--- src/common/shc_pkg.sv ---
// Purpose: constants for the shading correction control registers
// Assumes: 32-bit register words, bit 0 of a field table is the word msb
// Notes: field positions below are word bit numbers (lsb = 0)
//
// Functional notes
// - correction applies only when enabled and an image is present.
// - correction image is shown only while enable and show bits are set.
// - a build is refused while a sixteen-bit output format is active.
// - read-only failure flag is set whenever a build could not produce an image.
// - software requests build; device holds busy, then clears busy and request.
// - a build averages the frame count given in the eight-bit field.
// - written frame count rounds to a power of two, limited by buffers.
// - a build uses the current resolution and video settings.
// - byte offset advances by the bytes moved after each buffer transfer.
// - save bit stores the image into the selected non-volatile slot.
// - load bit restores the image from the selected non-volatile slot.
// - erase bit erases the selected slot so it is not reloaded later.
// - after reset the device reloads a stored image without software.
// - save, load and erase report a four-bit result code.
// - info register reports slot total and largest image size.
// - bit 0 of each shading register flags the feature as present.
`default_nettype none
package shc_pkg;
	// register byte addresses
	localparam logic [31:0] ADDR_CTRL = 32'hf1000250;
	localparam logic [31:0] ADDR_MEM  = 32'hf1000254;
	localparam logic [31:0] ADDR_INFO = 32'hf1000258;
	// control word fields
	localparam int CTRL_PRES  = 31;
	localparam int CTRL_FAIL  = 30;
	localparam int CTRL_SHOW  = 27;
	localparam int CTRL_BUILD = 26;
	localparam int CTRL_ENA   = 25;
	localparam int CTRL_BUSY  = 24;
	localparam int CTRL_SAVE  = 23;
	localparam int CTRL_LOAD  = 22;
	localparam int CTRL_ERASE = 21;
	localparam int CTRL_ERR   = 12;
	localparam int CTRL_SLOT  = 8;
	localparam int CTRL_GRAB  = 0;
	// memory access word fields
	localparam int MEM_PRES = 31;
	localparam int MEM_WR   = 26;
	localparam int MEM_RD   = 25;
	localparam int MEM_POS  = 0;
	// info word fields
	localparam int INFO_PRES  = 31;
	localparam int INFO_TOTAL = 24;
	localparam int INFO_SIZE  = 0;
	// capabilities, arbitrary plain values
	localparam logic [3:0]  SLOT_TOTAL    = 4'h4;
	localparam logic [23:0] LARGEST_BYTES = 24'h100000;
	// reset values
	localparam logic [7:0]  GRAB_RESET = 8'h01;
	localparam logic [23:0] POS_RESET  = 24'h000000;
	// result codes
	localparam logic [3:0] ERR_NONE  = 4'h0;
	localparam logic [3:0] ERR_RANGE = 4'hf;
	// non-volatile commands
	typedef enum logic [1:0] {
		NV_SAVE  = 2'h0,
		NV_LOAD  = 2'h1,
		NV_ERASE = 2'h2,
		NV_BOOT  = 2'h3
	} shc_nv_cmd_type;
	// sequencer states
	typedef enum logic [3:0] {
		ST_BOOT      = 4'h1,
		ST_BOOT_WAIT = 4'h2,
		ST_IDLE      = 4'h4,
		ST_NV_WAIT   = 4'h8
	} shc_state_type;
endpackage
`default_nettype wire

--- src/hw/shc_ctrl.sv ---
// Purpose: shading correction control, status and image access registers
// Assumes: build engine, flash controller and buffer share core_clk
// Notes: reads answer one cycle after the strobe, zero elsewhere
//
// The address-and-strobe port was decided locally.
`default_nettype none
module shc_ctrl
	import shc_pkg::*;
(
	// clock, reset, enable
	input  wire logic        core_clk,
	input  wire logic        rst_n,
	input  wire logic        clk_en,
	// register port
	input  wire logic [31:0] reg_addr,
	input  wire logic [31:0] reg_wdata,
	input  wire logic        reg_wr,
	input  wire logic        reg_rd,
	output logic      [31:0] reg_rdata,
	// video path
	input  wire logic        format16_active,
	input  wire logic [7:0]  frames_avail_max,
	output logic             apply_correction,
	output logic             display_image,
	// build engine
	output logic             build_start,
	output logic      [7:0]  average_frame_count,
	output logic             build_poll_stall,
	input  wire logic        build_done,
	input  wire logic        build_ok,
	// flash controller
	output logic             nv_start,
	output shc_nv_cmd_type   nv_cmd,
	output logic      [3:0]  nv_slot,
	input  wire logic        nv_done,
	input  wire logic [3:0]  nv_status,
	// shared transfer buffer
	output logic             image_write_access,
	output logic             image_read_access,
	output logic      [23:0] buffer_byte_position,
	input  wire logic        xfer_done,
	input  wire logic [23:0] xfer_bytes
);
	logic rst_meta_reg, rst_sync_n;
	logic en_reg, en_next, show_reg, show_next;
	logic req_reg, req_next, busy_reg, busy_next;
	logic fail_reg, fail_next, present_reg, present_next;
	logic save_reg, save_next, load_reg, load_next;
	logic erase_reg, erase_next, wr_reg, wr_next, rd_reg, rd_next;
	logic [3:0]  err_reg, err_next, slot_reg, slot_next;
	logic [7:0]  grab_reg, grab_next, grab_rounded;
	logic [23:0] pos_reg, pos_next;
	logic [31:0] rdata_next;
	logic start_next, nvs_next, poll_next, apply_next, disp_next;
	logic [3:0]  nvslot_next;
	shc_nv_cmd_type nvcmd_next;
	shc_state_type  state_reg, state_next;
	logic wr_ctrl, wr_mem, nv_ask, nv_ok;
	logic [3:0] slot_w;

	// reset release through two flops
	always_ff @(posedge core_clk or negedge rst_n) begin
		if (!rst_n) begin
			rst_meta_reg <= 1'b0;
			rst_sync_n   <= 1'b0;
		end else begin
			rst_meta_reg <= 1'b1;
			rst_sync_n   <= rst_meta_reg;
		end
	end

	// frame count rounding
	shc_pow2_limit #(.WIDTH(8)) u_round (
		.value   (reg_wdata[CTRL_GRAB +: 8]),
		.limit   (frames_avail_max),
		.rounded (grab_rounded)
	);

	// write decode
	assign wr_ctrl = reg_wr && (reg_addr == ADDR_CTRL);
	assign wr_mem  = reg_wr && (reg_addr == ADDR_MEM);
	assign slot_w  = reg_wdata[CTRL_SLOT +: 4];
	assign nv_ask  = wr_ctrl && (reg_wdata[CTRL_SAVE] ||
		reg_wdata[CTRL_LOAD] || reg_wdata[CTRL_ERASE]);
	assign nv_ok   = nv_status == ERR_NONE;

	// next state of all registers
	always_comb begin
		en_next = en_reg;
		show_next = show_reg;
		req_next = req_reg;
		busy_next = busy_reg;
		fail_next = fail_reg;
		present_next = present_reg;
		save_next = save_reg;
		load_next = load_reg;
		erase_next = erase_reg;
		err_next = err_reg;
		slot_next = slot_reg;
		grab_next = grab_reg;
		wr_next = wr_reg;
		rd_next = rd_reg;
		pos_next = pos_reg;
		state_next = state_reg;
		start_next = 1'b0;
		nvs_next = 1'b0;
		nvcmd_next = nv_cmd;
		nvslot_next = nv_slot;
		rdata_next = 32'h00000000;
		// control register reads slow a running build
		poll_next = reg_rd && (reg_addr == ADDR_CTRL) && busy_reg;
		// build completion
		if (busy_reg && build_done) begin
			busy_next = 1'b0;
			req_next = 1'b0;
			fail_next = !build_ok;
			present_next = present_reg || build_ok;
		end
		// control write
		if (wr_ctrl) begin
			en_next = reg_wdata[CTRL_ENA];
			show_next = reg_wdata[CTRL_SHOW];
			slot_next = slot_w;
			grab_next = grab_rounded;
			if (reg_wdata[CTRL_BUILD] && !busy_reg) begin
				if (format16_active) begin
					fail_next = 1'b1;
				end else begin
					// engine samples current video settings
					req_next = 1'b1;
					busy_next = 1'b1;
					fail_next = 1'b0;
					start_next = 1'b1;
				end
			end
		end
		// non-volatile sequencing
		unique case (state_reg)
			ST_BOOT: begin
				nvs_next = 1'b1;
				nvcmd_next = NV_BOOT;
				state_next = ST_BOOT_WAIT;
			end
			ST_BOOT_WAIT: begin
				if (nv_done) begin
					present_next = present_reg || nv_ok;
					state_next = ST_IDLE;
				end
			end
			ST_IDLE: begin
				if (nv_ask) begin
					if (slot_w >= SLOT_TOTAL) begin
						err_next = ERR_RANGE;
					end else begin
						nvs_next = 1'b1;
						nvslot_next = slot_w;
						state_next = ST_NV_WAIT;
						if (reg_wdata[CTRL_SAVE]) begin
							save_next = 1'b1;
							nvcmd_next = NV_SAVE;
						end else if (reg_wdata[CTRL_LOAD]) begin
							load_next = 1'b1;
							nvcmd_next = NV_LOAD;
						end else begin
							erase_next = 1'b1;
							nvcmd_next = NV_ERASE;
						end
					end
				end
			end
			ST_NV_WAIT: begin
				if (nv_done) begin
					err_next = nv_status;
					if (load_reg && nv_ok) begin
						present_next = 1'b1;
					end
					save_next = 1'b0;
					load_next = 1'b0;
					erase_next = 1'b0;
					state_next = ST_IDLE;
				end
			end
		endcase
		// buffer transfer moves the offset
		if (xfer_done && (wr_reg || rd_reg)) begin
			pos_next = 24'(pos_reg + xfer_bytes);
			if (wr_reg) begin
				present_next = 1'b1;
			end
		end
		// memory access write wins over the advance
		if (wr_mem) begin
			wr_next = reg_wdata[MEM_WR];
			rd_next = reg_wdata[MEM_RD];
			pos_next = reg_wdata[MEM_POS +: 24];
		end
		// read answer, lsb = 0 numbering
		if (reg_rd) begin
			if (reg_addr == ADDR_CTRL) begin
				rdata_next[CTRL_PRES] = 1'b1;
				rdata_next[CTRL_FAIL] = fail_reg;
				rdata_next[CTRL_SHOW] = show_reg;
				rdata_next[CTRL_BUILD] = req_reg;
				rdata_next[CTRL_ENA] = en_reg;
				rdata_next[CTRL_BUSY] = busy_reg;
				rdata_next[CTRL_SAVE] = save_reg;
				rdata_next[CTRL_LOAD] = load_reg;
				rdata_next[CTRL_ERASE] = erase_reg;
				rdata_next[CTRL_ERR +: 4] = err_reg;
				rdata_next[CTRL_SLOT +: 4] = slot_reg;
				rdata_next[CTRL_GRAB +: 8] = grab_reg;
			end else if (reg_addr == ADDR_MEM) begin
				rdata_next[MEM_PRES] = 1'b1;
				rdata_next[MEM_WR] = wr_reg;
				rdata_next[MEM_RD] = rd_reg;
				rdata_next[MEM_POS +: 24] = pos_reg;
			end else if (reg_addr == ADDR_INFO) begin
				rdata_next[INFO_PRES] = 1'b1;
				rdata_next[INFO_TOTAL +: 4] = SLOT_TOTAL;
				rdata_next[INFO_SIZE +: 24] = LARGEST_BYTES;
			end
		end
		apply_next = en_reg && present_reg;
		disp_next = en_reg && show_reg;
	end

	// register everything, frozen while clk_en is low
	always_ff @(posedge core_clk or negedge rst_sync_n) begin
		if (!rst_sync_n) begin
			{en_reg, show_reg, req_reg, busy_reg} <= 4'h0;
			{fail_reg, present_reg, wr_reg, rd_reg} <= 4'h0;
			{save_reg, load_reg, erase_reg} <= 3'h0;
			err_reg <= ERR_NONE;
			slot_reg <= 4'h0;
			grab_reg <= GRAB_RESET;
			pos_reg <= POS_RESET;
			state_reg <= ST_BOOT;
			reg_rdata <= 32'h00000000;
			build_start <= 1'b0;
			build_poll_stall <= 1'b0;
			nv_start <= 1'b0;
			nv_cmd <= NV_SAVE;
			nv_slot <= 4'h0;
			apply_correction <= 1'b0;
			display_image <= 1'b0;
		end else if (clk_en) begin
			en_reg <= en_next;
			show_reg <= show_next;
			req_reg <= req_next;
			busy_reg <= busy_next;
			fail_reg <= fail_next;
			present_reg <= present_next;
			wr_reg <= wr_next;
			rd_reg <= rd_next;
			save_reg <= save_next;
			load_reg <= load_next;
			erase_reg <= erase_next;
			err_reg <= err_next;
			slot_reg <= slot_next;
			grab_reg <= grab_next;
			pos_reg <= pos_next;
			state_reg <= state_next;
			reg_rdata <= rdata_next;
			build_start <= start_next;
			build_poll_stall <= poll_next;
			nv_start <= nvs_next;
			nv_cmd <= nvcmd_next;
			nv_slot <= nvslot_next;
			apply_correction <= apply_next;
			display_image <= disp_next;
		end
	end

	// register mirrors toward the outside
	assign average_frame_count = grab_reg;
	assign image_write_access = wr_reg;
	assign image_read_access = rd_reg;
	assign buffer_byte_position = pos_reg;
endmodule // shc_ctrl
`default_nettype wire

--- src/hw/shc_pow2_limit.sv ---
// Purpose: round a frame count down to a power of two under a limit
// Assumes: a zero value or zero limit yields one
// Notes: purely combinational
`default_nettype none
module shc_pow2_limit #(
	parameter int WIDTH = 8
) (
	// count in and limit
	input  wire logic [WIDTH-1:0] value,
	input  wire logic [WIDTH-1:0] limit,
	// rounded count
	output logic      [WIDTH-1:0] rounded
);
	// clamp then keep the highest set bit
	always_comb begin
		logic [WIDTH-1:0] v;
		v = (value > limit) ? limit : value;
		rounded = WIDTH'(1);
		for (int i = 0; i < WIDTH; i++) begin
			if (v[i]) begin
				rounded = WIDTH'(1) << i;
			end
		end
	end
endmodule // shc_pow2_limit
`default_nettype wire

--- config.mk ---
export PLATFORM = sky130hd
export DESIGN_NAME = shc_ctrl
export DESIGN_NICKNAME = d
export VERILOG_FILES = /design/src/common/shc_pkg.sv /design/src/hw/shc_ctrl.sv /design/src/hw/shc_pow2_limit.sv
export SDC_FILE = /design/constraint.sdc
export NUM_CORES = 1
export LEC_CHECK = 0
export BUFFER_PORTS_ARGS = -buffer_cell sky130_fd_sc_hd__buf_4
export CAP_MARGIN = 10
export CORE_MARGIN = 5
export CORE_UTILIZATION = 45
export CTS_CLUSTER_DIAMETER = 40
export DETAILED_ROUTE_END_ITERATION = 16
export HOLD_SLACK_MARGIN = 0.06
export PLACE_DENSITY = 0.72
export REMOVE_ABC_BUFFERS = 1
export SLEW_MARGIN = 5
export SYNTH_ARGS = -nofsm -noshare
export SYNTH_HDL_FRONTEND = slang
export SYNTH_SLANG_ARGS = --single-unit
export TNS_END_PERCENT = 5
--- constraint.sdc ---
create_clock -name core_clk -period 8.9 [get_ports core_clk]
set_input_delay 1.78 -clock core_clk [delete_from_list [all_inputs] [get_ports core_clk]]
set_output_delay 1.78 -clock core_clk [all_outputs]
set_load 0.005 [all_outputs]
==> results by group <==
Run status
  • Status: completed

Critical path
  • RR Startpoint: buffer_byte_position[0]$_DFFE_PN0P_
  • Worst EP arrival: 4.34 ns
  • Crit-path max cell delay: 0.43 ns
  • Reg2Reg Depth: 10
  • CP max stage cell: a31oi_1
  • R2R Setup Slk: 5.86 ns
  • WS Path Type: input port to flop
  • Worst path cell trace: buf_4 > ha_1 > fa_1 > a21o_1 > a21oi_1 > o21ai_0 > a31oi_1 > o21bai_1 > a211oi_1 > o31ai_1 > mux2_2
  • CP max FO: 4
  • Setup crit start kind: input port
  • Worst Path Required: 9.14 ns
  • R2r endpoint: buffer_byte_position[10]$_DFFE_PN0P_
  • Critical Path Sink Type: flop

STA
  • Worst-margin pin slew: 1.080 ns
  • Fin crit share: 46.11%
  • FMAX: 0.2437 GHz
  • Setup TNS: 0 ns
  • Setup violations, final: 0
  • Slew margin rel.: 28.00%
  • Final setup margin: 4.796 ns
  • Worst Skew: 0.009060 ns
  • Hold_ws: 0.2779 ns
  • Hold Fails Final Rpt: 0
  • RSZ-0062 raised after global routing: false
  • Fin crit period: 4.104 ns
  • Pins Over Slew Limit: 0

Final layout
  • Largest register FFs: 30
  • Fill cell count: 1209
  • P&R area growth vs syn: 29.40%
  • Fin nets: 972
  • Fraction of layout instances using a drive strength above 1: 29.10%
  • Reg area: 2459 µm²
  • Antenna cells: 0
  • Post-Layout Inst Area: 7826 µm²
  • Multi-input gate area: 3312 µm²
  • Top reg by flops: reg_rdata

GRT
  • Initial antenna violation count: 0
  • Vias in the first global route: 5781
  • Total track usage: 22.84%
  • Largest net degree at the start of global routing: 65
  • GRT overflow: 0
  • First-pass GRT wire length: 29340 µm

Synth
  • Leading area contributor after synthesis: dfrtp_1
  • Ranking of synthesized cells by area: dfrtp_1 40%, ha_1 6.4%, o21ai_0 5.3%
  • Synth warnings: 0
  • Post-synthesis cell count: 662
  • Share of the synthesized area in the top cell type: 39.72%
  • Seq/Total Area, Yosys: 40.59%
  • Post-synth EDFFs: 0
  • Cell Area, Synth: 6048 µm²
  • Syn avg cell area: 9.136 µm²
  • Top FF cell, synth: dfrtp_1
  • Async set-reset flop share out of synthesis: 100.0%
  • Synthesis-stage register bit count: 98
  • Synth unique cells: 77

Placed design
  • Post-place instance area: 7537 µm²
  • Pre-CTS setup slack: 4.458 ns
  • Final HPWL DP: 13740 µm
  • I/O Buffers: 179
  • GPL Wtd Cong: 0.9277

Clock tree
  • Clock tree buffer depth: 2
  • CTS tree: yes
  • Hold_buf cts: 0
  • CTS Buf Count: 9
  • # clock sinks: 98
  • Root Driver: clkbuf_16
  • Post-CTS setup buffer count: 0
  • Clock-pin slew on the worst setup and hold paths: 0.07 ns
  • Resize count post-CTS: 0
  • H-tree depth: 3
  • Clk_lat worst skew: 0.35 ns

Die
  • Die width: 125.9 µm
  • Core region area: 13190 µm²
  • Core Rows: 42
  • IO Count: 187
  • Die H: 125.9 µm
  • Die ar.: 15860 µm²
  • Initial Util: 45.85%

Route
  • DRC viols: 0
  • Via count: 5712
  • DR vias/cell: 5.650
  • WL per Instance: 17.98 µm
  • Routed Antenna Nets: 0
  • Routed WL: 18180 µm
  • 1st-pass router iterations: 5
  • DRT iter0 DRCs: 386

Pwr
  • Sw frac: 27.51%
  • Sw Pwr: 0.2869 mW
  • Max IR drop VDD: 0.09728 mV
  • Static leakage: 3.821 nW
  • Clock power share: 36.8%
  • Sequential share of power: 47.5%
  • Power Density: 133.3 nW/µm²
  • Cell internal pwr: 0.7560 mW
  • Total Power: 1.043 mW
  • Combinational share of power: 15.7%

Job
  • Max-Cap Viols: 0

Worst hold path
  • HP Class: flop to async pin
==> how the worst max path moves through the flow <==
| stage | endpoint | slack, ns | cells past startpoint | from |
|---|---|---|---|---|
| 2_1_floorplan | reg_rdata[0]$_DFFE_PN0P_ | 4.70 | 7 | reg_addr[10] |
| 3_3_place_gp | buffer_byte_position[22]$_DFFE_PN0P_ | 4.51 | 11 | xfer_bytes[0] |
| 3_5_place_dp | buffer_byte_position[10]$_DFFE_PN0P_ | 4.46 | 11 | xfer_bytes[0] |
| 4_1_cts | buffer_byte_position[22]$_DFFE_PN0P_ | 4.83 | 11 | xfer_bytes[0] |
| 5_1_grt | buffer_byte_position[22]$_DFFE_PN0P_ | 4.56 | 11 | xfer_bytes[0] |
| 6_report | buffer_byte_position[10]$_DFFE_PN0P_ | 4.80 | 11 | xfer_bytes[0] |
==> cells in the mapped netlist, types with 10 or more instances <==
cell type  count
dfrtp_1       96
nor3_1        18
a22oi_1       21
nand3_1       21
nor2_1        49
clkbuf_1      14
o21ai_0       64
a21o_1        12
inv_1         46
a31oi_1       10
mux2_2        12
nand2_1       62
ha_1          31
a21oi_1       51
==> through the flow <==
step	util, %	std cells
after floorplan	-	636
after global placement	57.14	995
after detailed placement	57.14	995
after CTS	59.33	1011
after global routing	59.33	1011
final	59.33	1011
==> cells in the final DEF (no fill, tap or decap), types with 4 or more instances in the layout <==
cell and instances:
nand3_1 21, clkbuf_16 9, a21o_1 12, buf_4 183, ha_1 31, nor2_1 48
o21ai_0 64, nand2_1 62, a22o_1 8, o21bai_1 4, a211oi_1 4, xor2_1 7
mux2_2 12, inv_1 46, dfrtp_1 95, and3_1 8, nor2b_1 5, a22oi_1 21
mux2i_1 5, nor3_1 17, a21oi_1 51, and2_1 7, nor4_4 5, xnor2_1 9
a31oi_1 10, nand2b_1 9
==> logic make-up (layout without fill, tap and decap cells) <==
kind of cell    count (synthesis)  count (layout)  synth area share (%)
buf+inv                        73             245                 4.841
compound gates                206             206                 21.89
fa+ha+maj                      32              32                 6.744
simple gates                  216             216                 20.07
other cells                     2               3                0.1242
flops                          98              98                 40.59
xor+xnor                       16              16                 2.317
mux                            19              19                 3.434
==> critical path: cells and delay by family <==
kind | cells | cell delay, ns
AO/OA/AOI/OAI | 7 | 1.54
adder cells (fa/ha/maj) | 2 | 0.64
buffers and inverters | 1 | 0.11
multiplexers | 1 | 0.27
==> layer usage <==
layer | GRT usage, % | wire, µm
met4 | 5.489 | 289
met3 | 7.875 | 1417
met2 | 39.12 | 8889
met5 | 0 | 0
met1 | 27.74 | 7579
==> power by group through the flow <==
stage          clock (mW)  combinational, mW  sequential, mW
4_1_cts             0.394              0.163           0.496
6_report            0.384              0.163           0.496
3_5_place_dp            0              0.162           0.504
2_1_floorplan           0             0.0874           0.501
3_3_place_gp            0              0.158           0.503
5_1_grt             0.412              0.180           0.500
==> layout make-up <==
| cell class | instances | share of cell area [%] |
|---|---|---|
| multi-input combinational | 492 | 42.32 |
| inverter | 46 | 2.206 |
| timing repair buffer | 183 | 17.55 |
| sequential | 98 | 31.41 |
| clock inverter | 4 | 0.4157 |
| clock buffer | 12 | 3.277 |
| tap | 176 | 2.814 |
(Power assumes the default switching activity.)
